## src/hw/pend_params.svh

```systemverilog
// Constants of the interrupt pending set/clear block.
// Function
// - Clear write of one removes pending state.
// - Clear ignored for interrupt already being handled.
// - Clear write of zero changes nothing.
// - Clear bank reads back current pending flags.
// - Clear bank one maps listed interrupts 0-31.
// - Set bank two bit n is interrupt 32+n.
// - Set bank three bits 2-13 are 66-77.
// - Set write of one pends enabled interrupt.
`ifndef PEND_PARAMS_SVH
`define PEND_PARAMS_SVH

// Register byte offsets within the block's address window.
`define PEND_SET_BANK1_OFS  8'h00
`define PEND_SET_BANK2_OFS  8'h04
`define PEND_SET_BANK3_OFS  8'h08
`define PEND_CLR_BANK1_OFS  8'h20
`define PEND_CLR_BANK2_OFS  8'h24
`define PEND_CLR_BANK3_OFS  8'h28

// Bank indices.
`define PEND_BANK1          2'h0
`define PEND_BANK2          2'h1
`define PEND_BANK3          2'h2

// Implemented bit positions per bank.
`define PEND_MASK1          32'hcffa47ff
`define PEND_MASK2          32'h3d7fdf00
`define PEND_MASK3          32'h00003ffc

// Interrupt count and bank width.
`define PEND_NUM_IRQ        78
`define PEND_BANK_W         32

// Reset values; flags are undefined at reset, cleared here for determinism.
`define PEND_FLAGS_RST      78'h0
`define PEND_RDATA_RST      32'h0

// AHB encodings.
`define PEND_HTRANS_NSEQ_B  1
`define PEND_HRESP_OKAY     1'b0

`endif

```

## src/hw/pend_pkg.sv

```systemverilog
// Types shared by the interrupt pending set/clear block.
package pend_pkg;

  // Whole register state of the bus-facing top module.
  typedef struct packed {
    logic [77:0] flags;
    logic        wr_pend;
    logic        wr_set;
    logic [1:0]  wr_bank;
    logic [31:0] rdata;
    logic        ready;
  } slave_state_t;

endpackage

```

## src/hw/pend_next.sv

```systemverilog
// Next-state logic of the pending flags, one cell per interrupt.
`include "pend_params.svh"

module pend_next (
  // Current flags.
  input  wire logic [77:0] flags_q,
  // Bus write in its data phase.
  input  wire logic        wr_en,
  input  wire logic        wr_set,
  input  wire logic [1:0]  wr_bank,
  input  wire logic [31:0] wdata,
  // Interrupt sources and core status.
  input  wire logic [77:0] irq_req,
  input  wire logic [77:0] irq_enable,
  input  wire logic [77:0] irq_active,
  // Next flags.
  output logic      [77:0] flags_d
);

  localparam logic [95:0] IMPL = {`PEND_MASK3, `PEND_MASK2, `PEND_MASK1};

  // One cell per interrupt; a source request wins over a clear write.
  for (genvar i = 0; i < `PEND_NUM_IRQ; i++) begin : g_cell
    localparam logic [1:0] BANK = 2'(i / `PEND_BANK_W);
    localparam int         POS  = i % `PEND_BANK_W;
    logic hit;
    logic set_w;
    logic clr_w;
    assign hit   = wr_en && (wr_bank == BANK) && wdata[POS];
    // Disabled interrupts ignore the set write.
    assign set_w = hit && wr_set && irq_enable[i];
    // Handling already started makes the clear void.
    assign clr_w = hit && !wr_set && !irq_active[i];
    if (IMPL[i]) begin : g_impl
      assign flags_d[i] = irq_req[i] || set_w || (flags_q[i] && !clr_w);
    end else begin : g_resv
      assign flags_d[i] = 1'b0;
    end
  end

endmodule

```

## src/hw/pend_regs.sv

```systemverilog
// AHB-Lite register slave holding the shared interrupt pending flags.
//
// Local design decisions: the register offsets and register access over AHB-Lite.
`include "pend_params.svh"

module pend_regs (
  // Clock and reset.
  input  wire logic        hclk,
  input  wire logic        hresetn,
  // AHB-Lite slave port.
  input  wire logic        hsel,
  input  wire logic [31:0] haddr,
  input  wire logic [1:0]  htrans,
  input  wire logic        hwrite,
  input  wire logic [2:0]  hsize,
  input  wire logic [31:0] hwdata,
  input  wire logic        hready,
  output logic      [31:0] hrdata,
  output logic             hreadyout,
  output logic             hresp,
  // Interrupt sources and core status.
  input  wire logic [77:0] irq_req,
  input  wire logic [77:0] irq_enable,
  input  wire logic [77:0] irq_active,
  // Pending flags towards the arbiter.
  output logic      [77:0] pending
);

  pend_pkg::slave_state_t s_q;
  pend_pkg::slave_state_t s_d;
  logic [77:0]            flags_nx;
  logic                   acc;
  logic                   hit;
  logic                   is_set;
  logic [1:0]             bank;
  logic [7:0]             ofs;

  // Next flags come from the per-interrupt cells.
  pend_next u_next (
    .flags_q    (s_q.flags),
    .wr_en      (s_q.wr_pend),
    .wr_set     (s_q.wr_set),
    .wr_bank    (s_q.wr_bank),
    .wdata      (hwdata),
    .irq_req    (irq_req),
    .irq_enable (irq_enable),
    .irq_active (irq_active),
    .flags_d    (flags_nx)
  );

  // Address decode; hsize is ignored since only whole words are used.
  assign acc = hsel && htrans[`PEND_HTRANS_NSEQ_B] && hready;
  assign ofs = haddr[7:0];

  always_comb begin
    hit    = 1'b1;
    is_set = 1'b0;
    bank   = `PEND_BANK1;
    unique case (ofs)
      `PEND_SET_BANK1_OFS: begin
        is_set = 1'b1;
      end
      `PEND_SET_BANK2_OFS: begin
        is_set = 1'b1;
        bank   = `PEND_BANK2;
      end
      `PEND_SET_BANK3_OFS: begin
        is_set = 1'b1;
        bank   = `PEND_BANK3;
      end
      `PEND_CLR_BANK1_OFS: bank = `PEND_BANK1;
      `PEND_CLR_BANK2_OFS: bank = `PEND_BANK2;
      `PEND_CLR_BANK3_OFS: bank = `PEND_BANK3;
      default: hit = 1'b0;
    endcase
  end

  // Read data is taken from the next flags, so a write in the previous
  // data phase is already visible; unmapped addresses read as zero.
  always_comb begin
    s_d         = s_q;
    s_d.flags   = flags_nx;
    s_d.ready   = 1'b1;
    s_d.wr_pend = acc && hit && hwrite;
    s_d.wr_set  = is_set;
    s_d.wr_bank = bank;
    if (acc && !hwrite) begin
      s_d.rdata = `PEND_RDATA_RST;
      if (hit) begin
        unique case (bank)
          `PEND_BANK1: s_d.rdata = flags_nx[31:0];
          `PEND_BANK2: s_d.rdata = flags_nx[63:32];
          `PEND_BANK3: s_d.rdata = {18'h0, flags_nx[77:64]};
          default:     s_d.rdata = `PEND_RDATA_RST;
        endcase
      end
    end
  end

  // Single state register.
  always_ff @(posedge hclk or negedge hresetn) begin
    if (!hresetn) begin
      s_q.flags   <= `PEND_FLAGS_RST;
      s_q.wr_pend <= 1'b0;
      s_q.wr_set  <= 1'b0;
      s_q.wr_bank <= `PEND_BANK1;
      s_q.rdata   <= `PEND_RDATA_RST;
      s_q.ready   <= 1'b0;
    end else begin
      s_q <= s_d;
    end
  end

  // Outputs straight from flops; the response is always OKAY.
  assign hrdata    = s_q.rdata;
  assign hreadyout = s_q.ready;
  assign hresp     = `PEND_HRESP_OKAY;
  assign pending   = s_q.flags;

  // Checks.
  property p_clear_one;
    @(posedge hclk) disable iff (!hresetn)
      (s_q.wr_pend && !s_q.wr_set && s_q.wr_bank == `PEND_BANK1 &&
       hwdata[0] && !irq_active[0] && !irq_req[0]) |=> !pending[0];
  endproperty
  a_clear_one: assert property (p_clear_one)
    else $error("clear write did not remove pending flag");

  property p_clear_active;
    @(posedge hclk) disable iff (!hresetn)
      (s_q.wr_pend && !s_q.wr_set && s_q.wr_bank == `PEND_BANK1 &&
       hwdata[1] && irq_active[1] && pending[1]) |=> pending[1];
  endproperty
  a_clear_active: assert property (p_clear_active)
    else $error("clear write removed flag of active interrupt");

  property p_clear_zero;
    @(posedge hclk) disable iff (!hresetn)
      (s_q.wr_pend && !s_q.wr_set && s_q.wr_bank == `PEND_BANK1 &&
       !hwdata[2] && pending[2]) |=> pending[2];
  endproperty
  a_clear_zero: assert property (p_clear_zero)
    else $error("zero clear write changed pending flag");

  property p_read_back;
    @(posedge hclk) disable iff (!hresetn)
      (acc && !hwrite && ofs == `PEND_CLR_BANK1_OFS) |=>
        (hrdata == pending[31:0]) && hreadyout;
  endproperty
  a_read_back: assert property (p_read_back)
    else $error("clear bank read differs from pending flags");

  property p_bank1_resv;
    @(posedge hclk) disable iff (!hresetn)
      (acc && !hwrite && ofs == `PEND_CLR_BANK1_OFS) |=>
        ((hrdata & ~`PEND_MASK1) == 32'h0);
  endproperty
  a_bank1_resv: assert property (p_bank1_resv)
    else $error("reserved bit of bank one reads as one");

  property p_set_bank2;
    @(posedge hclk) disable iff (!hresetn)
      (s_q.wr_pend && s_q.wr_set && s_q.wr_bank == `PEND_BANK2 &&
       hwdata[24] && irq_enable[56]) |=> pending[56] && !pending[55];
  endproperty
  a_set_bank2: assert property (p_set_bank2)
    else $error("bank two set did not pend interrupt 56");

  property p_set_bank3;
    @(posedge hclk) disable iff (!hresetn)
      (s_q.wr_pend && s_q.wr_set && s_q.wr_bank == `PEND_BANK3 &&
       hwdata[13] && irq_enable[77]) |=> pending[77] && !pending[65];
  endproperty
  a_set_bank3: assert property (p_set_bank3)
    else $error("bank three set did not pend interrupt 77");

  property p_set_disabled;
    @(posedge hclk) disable iff (!hresetn)
      (s_q.wr_pend && s_q.wr_set && s_q.wr_bank == `PEND_BANK1 &&
       hwdata[3] && !irq_enable[3] && !pending[3] && !irq_req[3])
        |=> !pending[3];
  endproperty
  a_set_disabled: assert property (p_set_disabled)
    else $error("set write pended a disabled interrupt");

  property p_shared_flag;
    @(posedge hclk) disable iff (!hresetn)
      (s_q.wr_pend && s_q.wr_set && s_q.wr_bank == `PEND_BANK2 &&
       hwdata[8] && irq_enable[40]) ##1
      (acc && !hwrite && ofs == `PEND_CLR_BANK2_OFS && !irq_active[40])
        |=> hrdata[8];
  endproperty
  a_shared_flag: assert property (p_shared_flag)
    else $error("set through one bank not seen through the other");

  // Reads of the other two clear banks track the shared flags.
  property p_read_bank2;
    @(posedge hclk) disable iff (!hresetn)
      (acc && !hwrite && ofs == `PEND_CLR_BANK2_OFS) |=>
        (hrdata == pending[63:32]);
  endproperty
  a_read_bank2: assert property (p_read_bank2)
    else $error("clear bank two read differs from pending flags");

  property p_read_bank3;
    @(posedge hclk) disable iff (!hresetn)
      (acc && !hwrite && ofs == `PEND_CLR_BANK3_OFS) |=>
        (hrdata == {18'h0, pending[77:64]});
  endproperty
  a_read_bank3: assert property (p_read_bank3)
    else $error("clear bank three read differs from pending flags");

  // Reserved positions of banks two and three never hold a flag.
  property p_bank2_resv;
    @(posedge hclk) disable iff (!hresetn)
      (pending[63:32] & ~`PEND_MASK2) == 32'h0;
  endproperty
  a_bank2_resv: assert property (p_bank2_resv)
    else $error("reserved flag of bank two is set");

  property p_bank3_resv;
    @(posedge hclk) disable iff (!hresetn)
      ({18'h0, pending[77:64]} & ~`PEND_MASK3) == 32'h0;
  endproperty
  a_bank3_resv: assert property (p_bank3_resv)
    else $error("reserved flag of bank three is set");

  // An enabled set write pends interrupt 0 on the next edge.
  property p_set_bank1;
    @(posedge hclk) disable iff (!hresetn)
      (s_q.wr_pend && s_q.wr_set && s_q.wr_bank == `PEND_BANK1 &&
       hwdata[0] && irq_enable[0]) |=> pending[0];
  endproperty
  a_set_bank1: assert property (p_set_bank1)
    else $error("set write did not pend an enabled interrupt");

  // A clear through bank three reaches interrupt 66.
  property p_clear_bank3;
    @(posedge hclk) disable iff (!hresetn)
      (s_q.wr_pend && !s_q.wr_set && s_q.wr_bank == `PEND_BANK3 &&
       hwdata[2] && !irq_active[66] && !irq_req[66]) |=> !pending[66];
  endproperty
  a_clear_bank3: assert property (p_clear_bank3)
    else $error("bank three clear did not remove pending flag");

endmodule
```

## config.mk

```make
export PLATFORM = sky130hd
export DESIGN_NAME = pend_regs
export DESIGN_NICKNAME = d
export VERILOG_FILES = /design/src/hw/pend_pkg.sv /design/src/hw/pend_next.sv /design/src/hw/pend_regs.sv
export VERILOG_INCLUDE_DIRS = /design/src /design/src/hw
export SDC_FILE = /design/constraint.sdc
export NUM_CORES = 1
export LEC_CHECK = 0
export BUFFER_PORTS_ARGS = -buffer_cell sky130_fd_sc_hd__buf_2
export CORE_AREA = 2 2 161 163
export CTS_CLUSTER_SIZE = 16
export DETAILED_ROUTE_END_ITERATION = 10
export DIE_AREA = 0 0 163 165
export HOLD_SLACK_MARGIN = 0.08
export PLACE_DENSITY_LB_ADDON = 0.3
export SLEW_MARGIN = 40
export SYNTH_ARGS = -nofsm -noshare
export SYNTH_HDL_FRONTEND = slang
export SYNTH_HIERARCHICAL = 1
export SYNTH_SLANG_ARGS = --single-unit
```

## constraint.sdc

```tcl
create_clock -name hclk -period 3.07 [get_ports hclk]
set_input_delay 0.307 -clock hclk [delete_from_list [all_inputs] [get_ports hclk]]
set_output_delay 0.307 -clock hclk [all_outputs]
set_load 0.02 [all_outputs]
```

==> metrics.md <==
| Metric | Value |
|---|---|
| Count of final max-slew check failures | 0 |
| Vias in the first global route | 5195 |
| Cell Chain, Critical Path | or4b_1 > buf_4 > o31a_1 > a311o_1 > a22oi_1 > o21ai_0 |
| Worst path max stage delay | 0.51 ns |
| Setup repair after global routing missed its margin | no |
| Antenna diodes | 0 |
| DP Cell Count | 1112 |
| Synth warn | 6 |
| Status | finished clean |
| Commonest non-fill, non-tap cell in the layout | buf_2 |
| Pin count of the biggest net entering global routing | 53 |
| Initial Util | 0.248 |
| Fin crit share | 0.718 |
| Post-layout net count | 1111 |
| Worst setup path category | reg2reg |
| Total power density per cell area | 514 mW/mm^2 |
| H-tree levels | 4 |
| Comb pwr share | 0.077 |
| Min Hold Slack | 0.132 ns |
| Critical path peak fanout | 18 |
| Core area | 0.0250 mm^2 |
| Final Hold Fails | 0 |
| Clock group share of total power | 0.550 |
| Via count | 5138 |
| DRT iter0 DRCs | 197 |
| Layout area overhead | 29.9% |
| P_sw | 0.000884 W |
| Vias/cell | 4.49 |
| Post-route ant nets | 0 |
| Hold WC Path Type | in2reg |
| DPL Wire Length | 15.9 mm |
| Final core occ | 0.322 |
| Syn Area/Cell | 10.7 um^2 |
| Max VDD drop | 0.301 mV |
| Register share of total power | 0.373 |
| Post-Syn Area | 0.00620 mm^2 |
| Switching share of power | 0.213 |
| Clock root cell | clkbuf_16 |
| First-pass DRT Iterations | 5 |
| DIE WIDTH | 163 um |
| Internal power | 0.00326 W |
| CP startpoint kind | flop |
| WP data arrival | 2.45 ns |
| Synth unique cells | 32 |
| Post-synthesis cell count | 578 |
| Clk slew on worst S/H paths | 0.06 ns |
| Fin Clk Skew | 0.00688 ns |
| Total power | 0.00415 W |
| Post-synth top flop | dfrtp_1 |
| Core Rows | 58 |
| EDFF count, synth | 0 |
| GR Overflow Total | 0 |
| Ys async rst share | 1.00 |
| Initial antenna violation count | 1 |
| Fin crit period | 2.20 ns |
| # DRC | 0 |
| I/O pin cnt | 420 |
| Final setup fails | 0 |
| CTS buffer count | 17 |
| Slew margin rel. | 0.460 |
| FF+latch count, synth | 115 |
| Die H | 165 um |
| IO buf count | 321 |
| Most frequent cells in the layout | buf_2 (320), dfrtp_1 (115), nand2_1 (47) |
| Non-filler cells in the finished layout | 1145 |
| First-pass GRT wire length | 30.6 mm |
| Required @ worst endpoint | 3.31 ns |
| Average wire per standard cell | 18.4 um |
| Total track usage | 0.155 |
| CTS tree | yes |
| MaxCap Viol Count | 0 |
| Actual slew at the worst max-slew pin | 0.809 ns |
| Register area share after synthesis | 0.464 |
| F_max | 0.454 GHz |
| Total negative slack | 0 ns |
| Share of cells above drive strength 1 | 0.477 |
| Die Footprint | 0.0269 mm^2 |
| Worst-Skew Late Latency | 0.40 ns |
| Max Buffers Root-to-Sink | 2 |
| GPL Wtd Cong | 0.720 |
| Leakage power of the design | 3.59 nW |
| Routed wire length | 21.1 mm |
| Setup crit end kind | flop |
| CTS sink count | 115 |
| Slowest CP cell | or4b_1 |
## metal layers
| layer | track usage | part of all wire |
|---|---|---|
| met5 | 0 | 0.00062 |
| met4 | 0.0422 | 0.010 |
| met3 | 0.0429 | 0.061 |
| met2 | 0.257 | 0.48 |
| met1 | 0.198 | 0.45 |
## sequential cells by signal (all words and copies together), names as in the netlist
name and cells:
s_q 4, hreadyout 1, hrdata 32, pending 78
## metrics by stage
| stage | area, um^2 | setup slack (ns) |
|---|---|---|
| floorplan | 6280 | 0.901 |
| global placement | 7360 | 0.828 |
| global route | 8060 | 0.639 |
| finish | 8060 | 0.866 |
| detailed placement | 7360 | 0.803 |
| CTS | 8060 | 0.767 |
## final timing paths
check / start / to / slack, ns / cells after the start
setup / recovery: s_q[35] / hrdata[27] / 0.87 / 6
hold / removal: irq_req[40] / pending[40] / 0.13 / 2
setup reg to reg: s_q[35] / hrdata[27] / 0.87 / 6
hold reg to reg: hrdata[22] / hrdata[22] / 0.47 / 2
max in group asynchronous: hresetn / hrdata[3] / 1.84 / 3
min in group asynchronous: hresetn / pending[48] / 0.46 / 2
## kinds of logic (layout without fill, tap and decap cells)
family,after synthesis,count (layout),share of synthesized area
flip-flops,115,115,0.464
buffers and inverters,194,409,0.206
other,3,25,0.00182
AND/OR/NAND/NOR,80,80,0.0811
AO/OA/AOI/OAI,186,186,0.247
## power groups by stage
stage	Sequential, W	Combinational [W]	Clock [W]
2_1_floorplan	0.00157	0.000141	0
3_3_place_gp	0.00157	0.000315	0
3_5_place_dp	0.00157	0.000318	0
4_1_cts	0.00155	0.000321	0.00234
5_1_grt	0.00155	0.000352	0.00242
6_report	0.00155	0.000317	0.00228
## worst max-delay path: cells and delay by family (launching register included)
kind                   cells  cell delay (ns)
DFF                        1             0.37
AOI/OAI and AO/OA          4             0.92
buffers and inverters      1             0.26
and+or+nand+nor            1             0.51
## cell type report
type / instances / area [um^2]
fillers: 2622 / 17000
clock inverters: 9 / 200
inverters: 34 / 128
repair buffers: 344 / 1810
multi-input cells: 291 / 2150
well taps: 330 / 413
clock buffers: 22 / 474
flip-flops and latches: 115 / 2880
## repair_timing
| action | 4_1_cts | 5_1_grt |
|---|---|---|
| resized for setup | 0 | 0 |
| hold buffers | 2 | 0 |
| endpoints found under the hold margin | 48 | 0 |
| setup buffers | 0 | 0 |
## synthesized netlist by cell type, types with 2 or more instances
library cell | number | area, um^2
nand2_1 | 47 | 176
a21oi_1 | 12 | 60.1
o211ai_1 | 12 | 90.1
inv_1 | 34 | 128
a22oi_1 | 32 | 240
o221ai_1 | 4 | 35.0
buf_6 | 5 | 56.3
buf_2 | 6 | 30.0
nor3b_1 | 2 | 15.0
dfrtp_1 | 115 | 2880
and2_1 | 2 | 12.5
a311o_1 | 43 | 430
nand4_1 | 2 | 12.5
o31a_1 | 43 | 377
nor2_1 | 3 | 11.3
o21ai_1 | 2 | 10.0
clkbuf_1 | 15 | 56.3
nand4bb_1 | 8 | 90.1
o21ai_0 | 28 | 140
buf_4 | 134 | 1010
o221ai_2 | 10 | 150
conb_1 | 3 | 11.3
nand4b_1 | 7 | 61.3
Power figures use the tool's default switching activity.
